File: src/hdl/xmove_pkg.sv
// Package: widths, timing, states and carriers of the external data move unit
package xmove_pkg;

	localparam int unsigned ADDR_W = 16;
	localparam int unsigned BYTE_W = 8;
	localparam int unsigned BANK_W = 2;
	localparam int unsigned IDX_W = 3;
	localparam int unsigned RF_W = BANK_W + IDX_W;
	localparam int unsigned RF_DEPTH = 32;
	localparam logic [IDX_W-1:0] IDX_ZERO = 3'h0;
	localparam logic [IDX_W-1:0] IDX_ONE = 3'h1;
	localparam logic [BYTE_W-1:0] BYTE_ZERO = 8'h00;
	localparam logic [BYTE_W-1:0] BYTE_ONES = 8'hff;

	// Phases of a machine cycle, and cycles per move
	localparam int unsigned PHASES = 6;
	localparam logic [2:0] PHASE_LAST = 3'h5;
	localparam int unsigned MOVE_CYCLES = 2;
	localparam int unsigned MOVE_BYTES = 1;

	typedef enum logic [1:0] {
		MOVE_READ_IDX,
		MOVE_READ_PTR,
		MOVE_WRITE_IDX,
		MOVE_WRITE_PTR
	} move_kind_e;

	typedef enum {
		ST_IDLE,
		ST_ALE,
		ST_ADDR,
		ST_STROBE,
		ST_HOLD,
		ST_DONE
	} move_state_e;

	// Request from the core sequencer
	typedef struct packed {
		move_kind_e kind;
		logic index_sel;
		logic [BANK_W-1:0] bank;
		logic [BYTE_W-1:0] accumulator;
		logic [ADDR_W-1:0] wide_address_pointer;
	} move_req_s;

	// Pins of the external bus
	typedef struct packed {
		logic [BYTE_W-1:0] muxed_addr_data_port_out;
		logic muxed_addr_data_port_oe_n;
		logic [BYTE_W-1:0] upper_address_port_out;
		logic addr_latch_strobe;
		logic read_strobe_n;
		logic write_strobe_n;
	} ext_bus_s;

	// Index register file write port
	typedef struct packed {
		logic wr_en;
		logic [RF_W-1:0] wr_addr;
		logic [BYTE_W-1:0] wr_data;
	} rf_wr_s;

endpackage

File: src/hdl/xmove_regfile.sv
// Memory: register banks holding the index registers, registered read
module xmove_regfile
(
	// Clock
	input wire logic clk_sys,
	// Write port
	input wire xmove_pkg::rf_wr_s wr,
	// Read port
	input wire logic [xmove_pkg::RF_W-1:0] rd_addr,
	output logic [xmove_pkg::BYTE_W-1:0] rd_data
);

	logic [xmove_pkg::BYTE_W-1:0] mem [xmove_pkg::RF_DEPTH];
	logic [xmove_pkg::BYTE_W-1:0] rd_data_ff;

	always_ff @(posedge clk_sys)
	begin
		if (wr.wr_en)
		begin
			mem[wr.wr_addr] <= wr.wr_data;
		end
		rd_data_ff <= mem[rd_addr];
	end

	assign rd_data = rd_data_ff;

endmodule

File: src/hdl/xmove_unit.sv
// External data move unit: drives the multiplexed bus for byte moves
// ============================================================
// How it works
// - Pointer form drives high byte on upper port
// - Pointer low byte then data share muxed port
// - Upper port latch untouched by pointer access
// - Pointer reaches 64K with no port setup
// - Index form leaves upper port showing latch
// - Both forms reach the same paged array
// - Index form addresses 256 bytes on muxed port
// - Read and write strobes driven during move
// - Read loads accumulator; write stores accumulator
// - Index form uses register 0/1 of bank
module xmove_unit
(
	// Clock and reset
	input wire logic clk_sys,
	input wire logic sys_rst,
	// Core request
	input wire logic move_start,
	input wire xmove_pkg::move_req_s move_req,
	// Upper port latch write from core
	input wire logic port_latch_we,
	input wire logic [xmove_pkg::BYTE_W-1:0] port_latch_wdata,
	// Index register write from core
	input wire xmove_pkg::rf_wr_s idx_wr,
	// Muxed port input pins
	input wire logic [xmove_pkg::BYTE_W-1:0] muxed_addr_data_port_in,
	// External bus pins
	output xmove_pkg::ext_bus_s ext_bus,
	// Result to core
	output logic move_busy,
	output logic move_done,
	output logic acc_we,
	output logic [xmove_pkg::BYTE_W-1:0] acc_wdata,
	output logic [xmove_pkg::BYTE_W-1:0] port_latch_q
);

	// ============================================================
	// Pin synchroniser
	logic [xmove_pkg::BYTE_W-1:0] pin_meta_ff, nxt_pin_meta;
	logic [xmove_pkg::BYTE_W-1:0] pin_sync_ff, nxt_pin_sync;

	always_comb
	begin
		nxt_pin_meta = muxed_addr_data_port_in;
		nxt_pin_sync = pin_meta_ff;
	end

	always_ff @(posedge clk_sys or posedge sys_rst)
	begin
		if (sys_rst)
		begin
			pin_meta_ff <= xmove_pkg::BYTE_ZERO;
			pin_sync_ff <= xmove_pkg::BYTE_ZERO;
		end
		else
		begin
			pin_meta_ff <= nxt_pin_meta;
			pin_sync_ff <= nxt_pin_sync;
		end
	end

	// ============================================================
	// Index register file
	logic [xmove_pkg::RF_W-1:0] rf_rd_addr;
	logic [xmove_pkg::BYTE_W-1:0] rf_rd_data;

	// Selected bank, register 0 or 1
	assign rf_rd_addr = {move_req.bank,
		move_req.index_sel ? xmove_pkg::IDX_ONE : xmove_pkg::IDX_ZERO};

	xmove_regfile u_regfile
	(
		.clk_sys(clk_sys),
		.wr(idx_wr),
		.rd_addr(rf_rd_addr),
		.rd_data(rf_rd_data)
	);

	// ============================================================
	// Move sequencer
	function automatic logic is_ptr(input xmove_pkg::move_kind_e k);
		is_ptr = (k == xmove_pkg::MOVE_READ_PTR) ||
			(k == xmove_pkg::MOVE_WRITE_PTR);
	endfunction

	function automatic logic is_write(input xmove_pkg::move_kind_e k);
		is_write = (k == xmove_pkg::MOVE_WRITE_IDX) ||
			(k == xmove_pkg::MOVE_WRITE_PTR);
	endfunction

	xmove_pkg::move_state_e state_ff, nxt_state;
	logic [2:0] phase_ff, nxt_phase;
	xmove_pkg::move_req_s req_ff, nxt_req;
	xmove_pkg::ext_bus_s bus_ff, nxt_bus;
	logic [xmove_pkg::BYTE_W-1:0] latch_ff, nxt_latch;
	logic busy_ff, nxt_busy;
	logic done_ff, nxt_done;
	logic acc_we_ff, nxt_acc_we;
	logic [xmove_pkg::BYTE_W-1:0] acc_data_ff, nxt_acc_data;
	logic phase_end;

	assign phase_end = (phase_ff == xmove_pkg::PHASE_LAST);

	always_comb
	begin
		nxt_state = state_ff;
		nxt_phase = phase_end ? 3'h0 : phase_ff + 3'h1;
		nxt_req = req_ff;
		nxt_bus = bus_ff;
		nxt_latch = latch_ff;
		nxt_busy = busy_ff;
		nxt_done = 1'b0;
		nxt_acc_we = 1'b0;
		nxt_acc_data = acc_data_ff;
		// Latch changes only by explicit core write
		if (port_latch_we)
		begin
			nxt_latch = port_latch_wdata;
		end
		// Index form keeps the upper port on the latch
		if (!is_ptr(req_ff.kind))
		begin
			nxt_bus.upper_address_port_out = nxt_latch;
		end
		case (state_ff)
			xmove_pkg::ST_IDLE:
			begin
				nxt_phase = 3'h0;
				nxt_bus.upper_address_port_out = nxt_latch;
				if (move_start)
				begin
					nxt_req = move_req;
					nxt_busy = 1'b1;
					nxt_state = xmove_pkg::ST_ALE;
				end
			end
			xmove_pkg::ST_ALE:
			begin
				// Low address byte out with latch strobe
				if (is_ptr(req_ff.kind))
				begin
					nxt_bus.muxed_addr_data_port_out =
						req_ff.wide_address_pointer[xmove_pkg::BYTE_W-1:0];
					nxt_bus.upper_address_port_out =
						req_ff.wide_address_pointer[xmove_pkg::ADDR_W-1:
						xmove_pkg::BYTE_W];
				end
				else
				begin
					nxt_bus.muxed_addr_data_port_out = rf_rd_data;
					nxt_bus.upper_address_port_out = nxt_latch;
				end
				nxt_bus.muxed_addr_data_port_oe_n = 1'b0;
				nxt_bus.addr_latch_strobe = 1'b1;
				nxt_state = xmove_pkg::ST_ADDR;
			end
			xmove_pkg::ST_ADDR:
			begin
				// Strobe drops while address still held
				if (phase_end)
				begin
					nxt_bus.addr_latch_strobe = 1'b0;
					nxt_state = xmove_pkg::ST_STROBE;
				end
			end
			xmove_pkg::ST_STROBE:
			begin
				if (is_write(req_ff.kind))
				begin
					nxt_bus.muxed_addr_data_port_out =
						req_ff.accumulator;
					nxt_bus.write_strobe_n = 1'b0;
				end
				else
				begin
					nxt_bus.muxed_addr_data_port_out = xmove_pkg::BYTE_ONES;
					nxt_bus.muxed_addr_data_port_oe_n = 1'b1;
					nxt_bus.read_strobe_n = 1'b0;
				end
				nxt_state = xmove_pkg::ST_HOLD;
			end
			xmove_pkg::ST_HOLD:
			begin
				// Second machine cycle ends the move
				if (phase_end)
				begin
					if (!is_write(req_ff.kind))
					begin
						nxt_acc_data = pin_sync_ff;
						nxt_acc_we = 1'b1;
					end
					nxt_bus.read_strobe_n = 1'b1;
					nxt_bus.write_strobe_n = 1'b1;
					nxt_state = xmove_pkg::ST_DONE;
				end
			end
			xmove_pkg::ST_DONE:
			begin
				nxt_bus.muxed_addr_data_port_oe_n = 1'b1;
				nxt_bus.muxed_addr_data_port_out = xmove_pkg::BYTE_ONES;
				nxt_bus.upper_address_port_out = nxt_latch;
				nxt_busy = 1'b0;
				nxt_done = 1'b1;
				nxt_state = xmove_pkg::ST_IDLE;
			end
			default:
			begin
				nxt_state = xmove_pkg::ST_IDLE;
			end
		endcase
	end

	always_ff @(posedge clk_sys or posedge sys_rst)
	begin
		if (sys_rst)
		begin
			state_ff <= xmove_pkg::ST_IDLE;
			phase_ff <= 3'h0;
			req_ff <= '0;
			bus_ff <= '{muxed_addr_data_port_out: xmove_pkg::BYTE_ONES,
				muxed_addr_data_port_oe_n: 1'b1,
				upper_address_port_out: xmove_pkg::BYTE_ONES,
				addr_latch_strobe: 1'b0,
				read_strobe_n: 1'b1,
				write_strobe_n: 1'b1};
			latch_ff <= xmove_pkg::BYTE_ONES;
			busy_ff <= 1'b0;
			done_ff <= 1'b0;
			acc_we_ff <= 1'b0;
			acc_data_ff <= xmove_pkg::BYTE_ZERO;
		end
		else
		begin
			state_ff <= nxt_state;
			phase_ff <= nxt_phase;
			req_ff <= nxt_req;
			bus_ff <= nxt_bus;
			latch_ff <= nxt_latch;
			busy_ff <= nxt_busy;
			done_ff <= nxt_done;
			acc_we_ff <= nxt_acc_we;
			acc_data_ff <= nxt_acc_data;
		end
	end

	// ============================================================
	// Outputs
	assign ext_bus = bus_ff;
	assign move_busy = busy_ff;
	assign move_done = done_ff;
	assign acc_we = acc_we_ff;
	assign acc_wdata = acc_data_ff;
	assign port_latch_q = latch_ff;

endmodule

File: config.mk
export PLATFORM = sky130hd
export DESIGN_NAME = xmove_unit
export DESIGN_NICKNAME = d
export VERILOG_FILES = /design/src/hdl/xmove_pkg.sv /design/src/hdl/xmove_regfile.sv /design/src/hdl/xmove_unit.sv
export SDC_FILE = /design/constraint.sdc
export NUM_CORES = 1
export LEC_CHECK = 0
export BUFFER_PORTS_ARGS = -buffer_cell sky130_fd_sc_hd__buf_2
export CAP_MARGIN = 30
export CORE_MARGIN = 5
export CORE_UTILIZATION = 41
export DETAILED_ROUTE_END_ITERATION = 8
export GPL_TIMING_DRIVEN = 0
export PLACE_DENSITY = 0.71
export SLEW_MARGIN = 30
export SYNTH_ARGS = -nofsm -noshare
export SYNTH_HDL_FRONTEND = slang
export SYNTH_HIERARCHICAL = 1
export SYNTH_SLANG_ARGS = --single-unit
File: constraint.sdc
create_clock -name clk_sys -period 2.4 [get_ports clk_sys]
set_input_delay 0.12 -clock clk_sys [delete_from_list [all_inputs] [get_ports clk_sys]]
set_output_delay 0.12 -clock clk_sys [all_outputs]
set_load 0.1 [all_outputs]
==> results.json <==
{
  "status": "finished, final reports clean",
  "r2r_start": "state_ff[2]",
  "synthArstFlopShare_pct": 24.79,
  "critical_path.startpoint_type": "flip-flop",
  "worst_slack_ns": 0.4562,
  "hold_buffers": 44,
  "h-tree-depth": 2,
  "p_sw_w": 0.005196,
  "cts_buffer_depth": 3,
  "io_pins": 102,
  "ys.flop_type": "edfxtp_1",
  "grt_max_degree": 74,
  "dpl_cell_area_um2": 14640,
  "internal-power_w": 0.01182,
  "fp-row-count": 66,
  "routabilityCongestion": 0.7794,
  "syn-cell-area_um2": 13560,
  "dieHeight_um": 191.9,
  "finalMaxSlewViolations": 0,
  "critPathKind": "reg -> reg",
  "ir_worst_vdd_uv": 1012,
  "cts-resized-gates": 0,
  "p_total_w": 0.01702,
  "grt_overflow": 0,
  "hold_viol_final": 0,
  "max_stage_delay_ns": 0.70,
  "fillers": 2604,
  "yosysMostFrequentCell": "edfxtp_1",
  "clkPwrFrac_pct": 33.6,
  "clock_latency_ns": 0.53,
  "io_buffer_count": 97,
  "first_pass_iters": 5,
  "synth_top_family_by_area": "multiplexers",
  "synth_xor_xnor_area_share_pct": 0.1292,
  "crit_family": "simple AND/OR/NAND/NOR gates",
  "numCtsBuffers": 37,
  "maxCapViolations": 0,
  "core_area_um2": 32620,
  "antenna_cells": 0,
  "initial_utilization_pct": 41.57,
  "final_core_util_pct": 50.03,
  "place_hpwl_um": 18080,
  "yosysTopAreaCell": "edfxtp_1",
  "r2r_end": "req_ff[28]",
  "finalSetupViolCount": 0,
  "cts-root-buf": "clkbuf_16",
  "synth_cell_types": 39,
  "grt_use_total_pct": 15.18,
  "antenna_found_initial": 1,
  "ant_nets": 0,
  "rsz0062_at_grt": "no",
  "postLayoutCellArea_um2": 16320,
  "combPwrFrac_pct": 22.3,
  "cts_tree": "built",
  "tightest_slew_ns": 0.9533,
  "die-area_um2": 36810,
  "wirelength_um": 28170,
  "cp_max_fo": 10,
  "slew_headroom_pct": 36.21,
  "wire_per_inst_um": 21.35,
  "fmax_mhz": 514.5,
  "swShare_pct": 30.53,
  "leakage_nw": 5.784,
  "drcViolationCount": 0,
  "synth_seq_cells": 351,
  "area_growth_pct": 20.34,
  "end_kind": "flip-flop",
  "yosysWarnings": 6,
  "hp-class": "in -> async",
  "cp.arrival_ns": 2.33,
  "via_per_inst": 5.174,
  "synthSimpleGateAreaFrac_pct": 2.962,
  "layout-drive-gt1-share_pct": 39.68,
  "synth-adder-area-share_pct": 0,
  "period_minus_slack_ns": 1.944,
  "synth_edf_count": 256,
  "worstPathRequired_ns": 2.79,
  "fin_skew_ns": 0.02502,
  "netlist_instances": 665,
  "die_width_um": 191.9,
  "dp_slack_ns": 0.2836,
  "synth_area_leaders": "edfxtp_1, mux4_2, dfrtp_1",
  "synth-compound-area-share_pct": 1.827,
  "pwr_density_cell_nw_per_um2": 1043,
  "postCtsSetupBuffers": 0,
  "path_clk_slew_ns": 0.06,
  "path_cells": "buf_6, nor4b_4, buf_6, mux2_2",
  "dr.first_iter.drc_count": 545,
  "first_global_vias": 6934,
  "syn_area_per_cell_um2": 20.39,
  "r2r_slack_ns": 0.46,
  "yosys-mux-area-fraction_pct": 19.36,
  "seqPwrFrac_pct": 44.1,
  "crit_slowest_cell": "nor4b_4",
  "seq_area_frac_synth_pct": 74.17,
  "grt_pass1_wl_um": 42280,
  "nets": 911,
  "critPathBufInv": 2,
  "timing.final.crit_share_pct": 80.99,
  "synth_top_area_share_pct": 56.69,
  "cts.sinks": 351,
  "dr_total_vias": 6824,
  "synth.top_cells.by_count": "edfxtp_1, mux4_2, mux2_2",
  "crit_top_cell": "buf_6",
  "reg2reg_depth": 4
}
layout make-up:
class | instances | area [um2] | area share [%]
clock inverter | 20 | 225.2 | 1.380
sequential | 351 | 10060 | 61.64
clock buffer | 48 | 1010 | 6.188
tap | 442 | 553.0 | 3.389
inverter | 7 | 31.28 | 0.1917
buffer | 32 | 180.2 | 1.104
multi-input combinational | 276 | 3299 | 20.22
timing repair buffer | 143 | 960.9 | 5.889
logic make-up (layout without fill, tap and decap cells):
kind of cell / Yosys count / after routing
AND/OR/NAND/NOR: 77 / 77
AO/OA/AOI/OAI: 41 / 41
XOR/XNOR: 2 / 2
other: 1 / 2
multiplexers: 154 / 154
flip-flops: 351 / 351
buffers and inverters: 39 / 250
how the worst max path moves through the flow:
| stage | to | depth (start not counted) | start |
|---|---|---|---|
| 6_report | req_ff[28] | 4 | state_ff[2] |
| 5_1_grt | req_ff[21] | 4 | state_ff[1] |
| 4_1_cts | req_ff[20] | 4 | state_ff[2] |
| 3_5_place_dp | u_regfile/rd_data[1] | 5 | move_req[26] |
| 3_3_place_gp | req_ff[21] | 2 | sys_rst |
| 2_1_floorplan | acc_wdata[0] | 1 | sys_rst |
worst register-to-register path: cells and delay by family, from the launching register on:
kind	cells	cell delay, ns
simple gates	1	0.70
buf+inv	2	0.41
flops	1	0.38
mux	1	0.35
layout by cell type (no fill, tap or decap), types with 5 or more instances in the layout:
cell type | synthesis | routed
mux2i_1 | 8 | 8
buf_4 | 6 | 7
nand3b_1 | 6 | 6
inv_1 | 7 | 6
dfxtp_1 | 8 | 8
clkbuf_1 | 10 | 19
clkinv_2 | 0 | 10
a21o_1 | 9 | 9
buf_1 | 6 | 6
mux2_2 | 62 | 62
mux4_2 | 80 | 80
o21ai_0 | 10 | 10
buf_2 | 6 | 103
dfstp_2 | 27 | 27
edfxtp_1 | 256 | 256
nor2_1 | 48 | 48
dfrtp_1 | 60 | 60
nand2_1 | 5 | 5
clkbuf_16 | 0 | 39
dlygate4sd3_1 | 0 | 44
a21oi_1 | 16 | 16
power by group through the flow:
| stage | registers [W] | logic, W | clock network (W) |
|---|---|---|---|
| global route | 0.00757 | 0.00401 | 0.00620 |
| finish | 0.00751 | 0.00380 | 0.00571 |
| floorplan | 0.00899 | 0.00159 | 0 |
| CTS | 0.00750 | 0.00380 | 0.00589 |
| detailed placement | 0.00762 | 0.00373 | 0 |
| global placement | 0.00760 | 0.00367 | 0 |
sequential cells by signal, indices dropped and copies added (netlist names):
signal / count
acc_wdata: 8
acc_we: 1
ext_bus: 20
move_busy: 1
move_done: 1
nxt_pin_sync: 8
phase_ff: 3
pin_sync_ff: 8
port_latch_q: 8
req_ff: 26
state_ff: 3
u_regfile/mem: 256
u_regfile/rd_data: 8
metrics by stage:
| step | setup TNS, ns | instances | hold WS, ns |
|---|---|---|---|
| after detailed placement | 0 | 1206 | 0.05221 |
| after floorplan | 0 | 666 | 0.1514 |
| final | 0 | 1319 | 0.06921 |
| after global routing | 0 | 1319 | 0.05762 |
| after global placement | -57.30 | 1205 | 0.2315 |
| after CTS | 0 | 1318 | 0.04117 |
routing by layer:
layer  up-vias  wire, um  track usage, %
met3        36      2206           3.108
met5         -        20               0
met4         2       432           3.232
li1       3007         -               -
met2       266     13250           24.44
met1      3513     12260           21.72
Power figures use the tool's default switching activity.
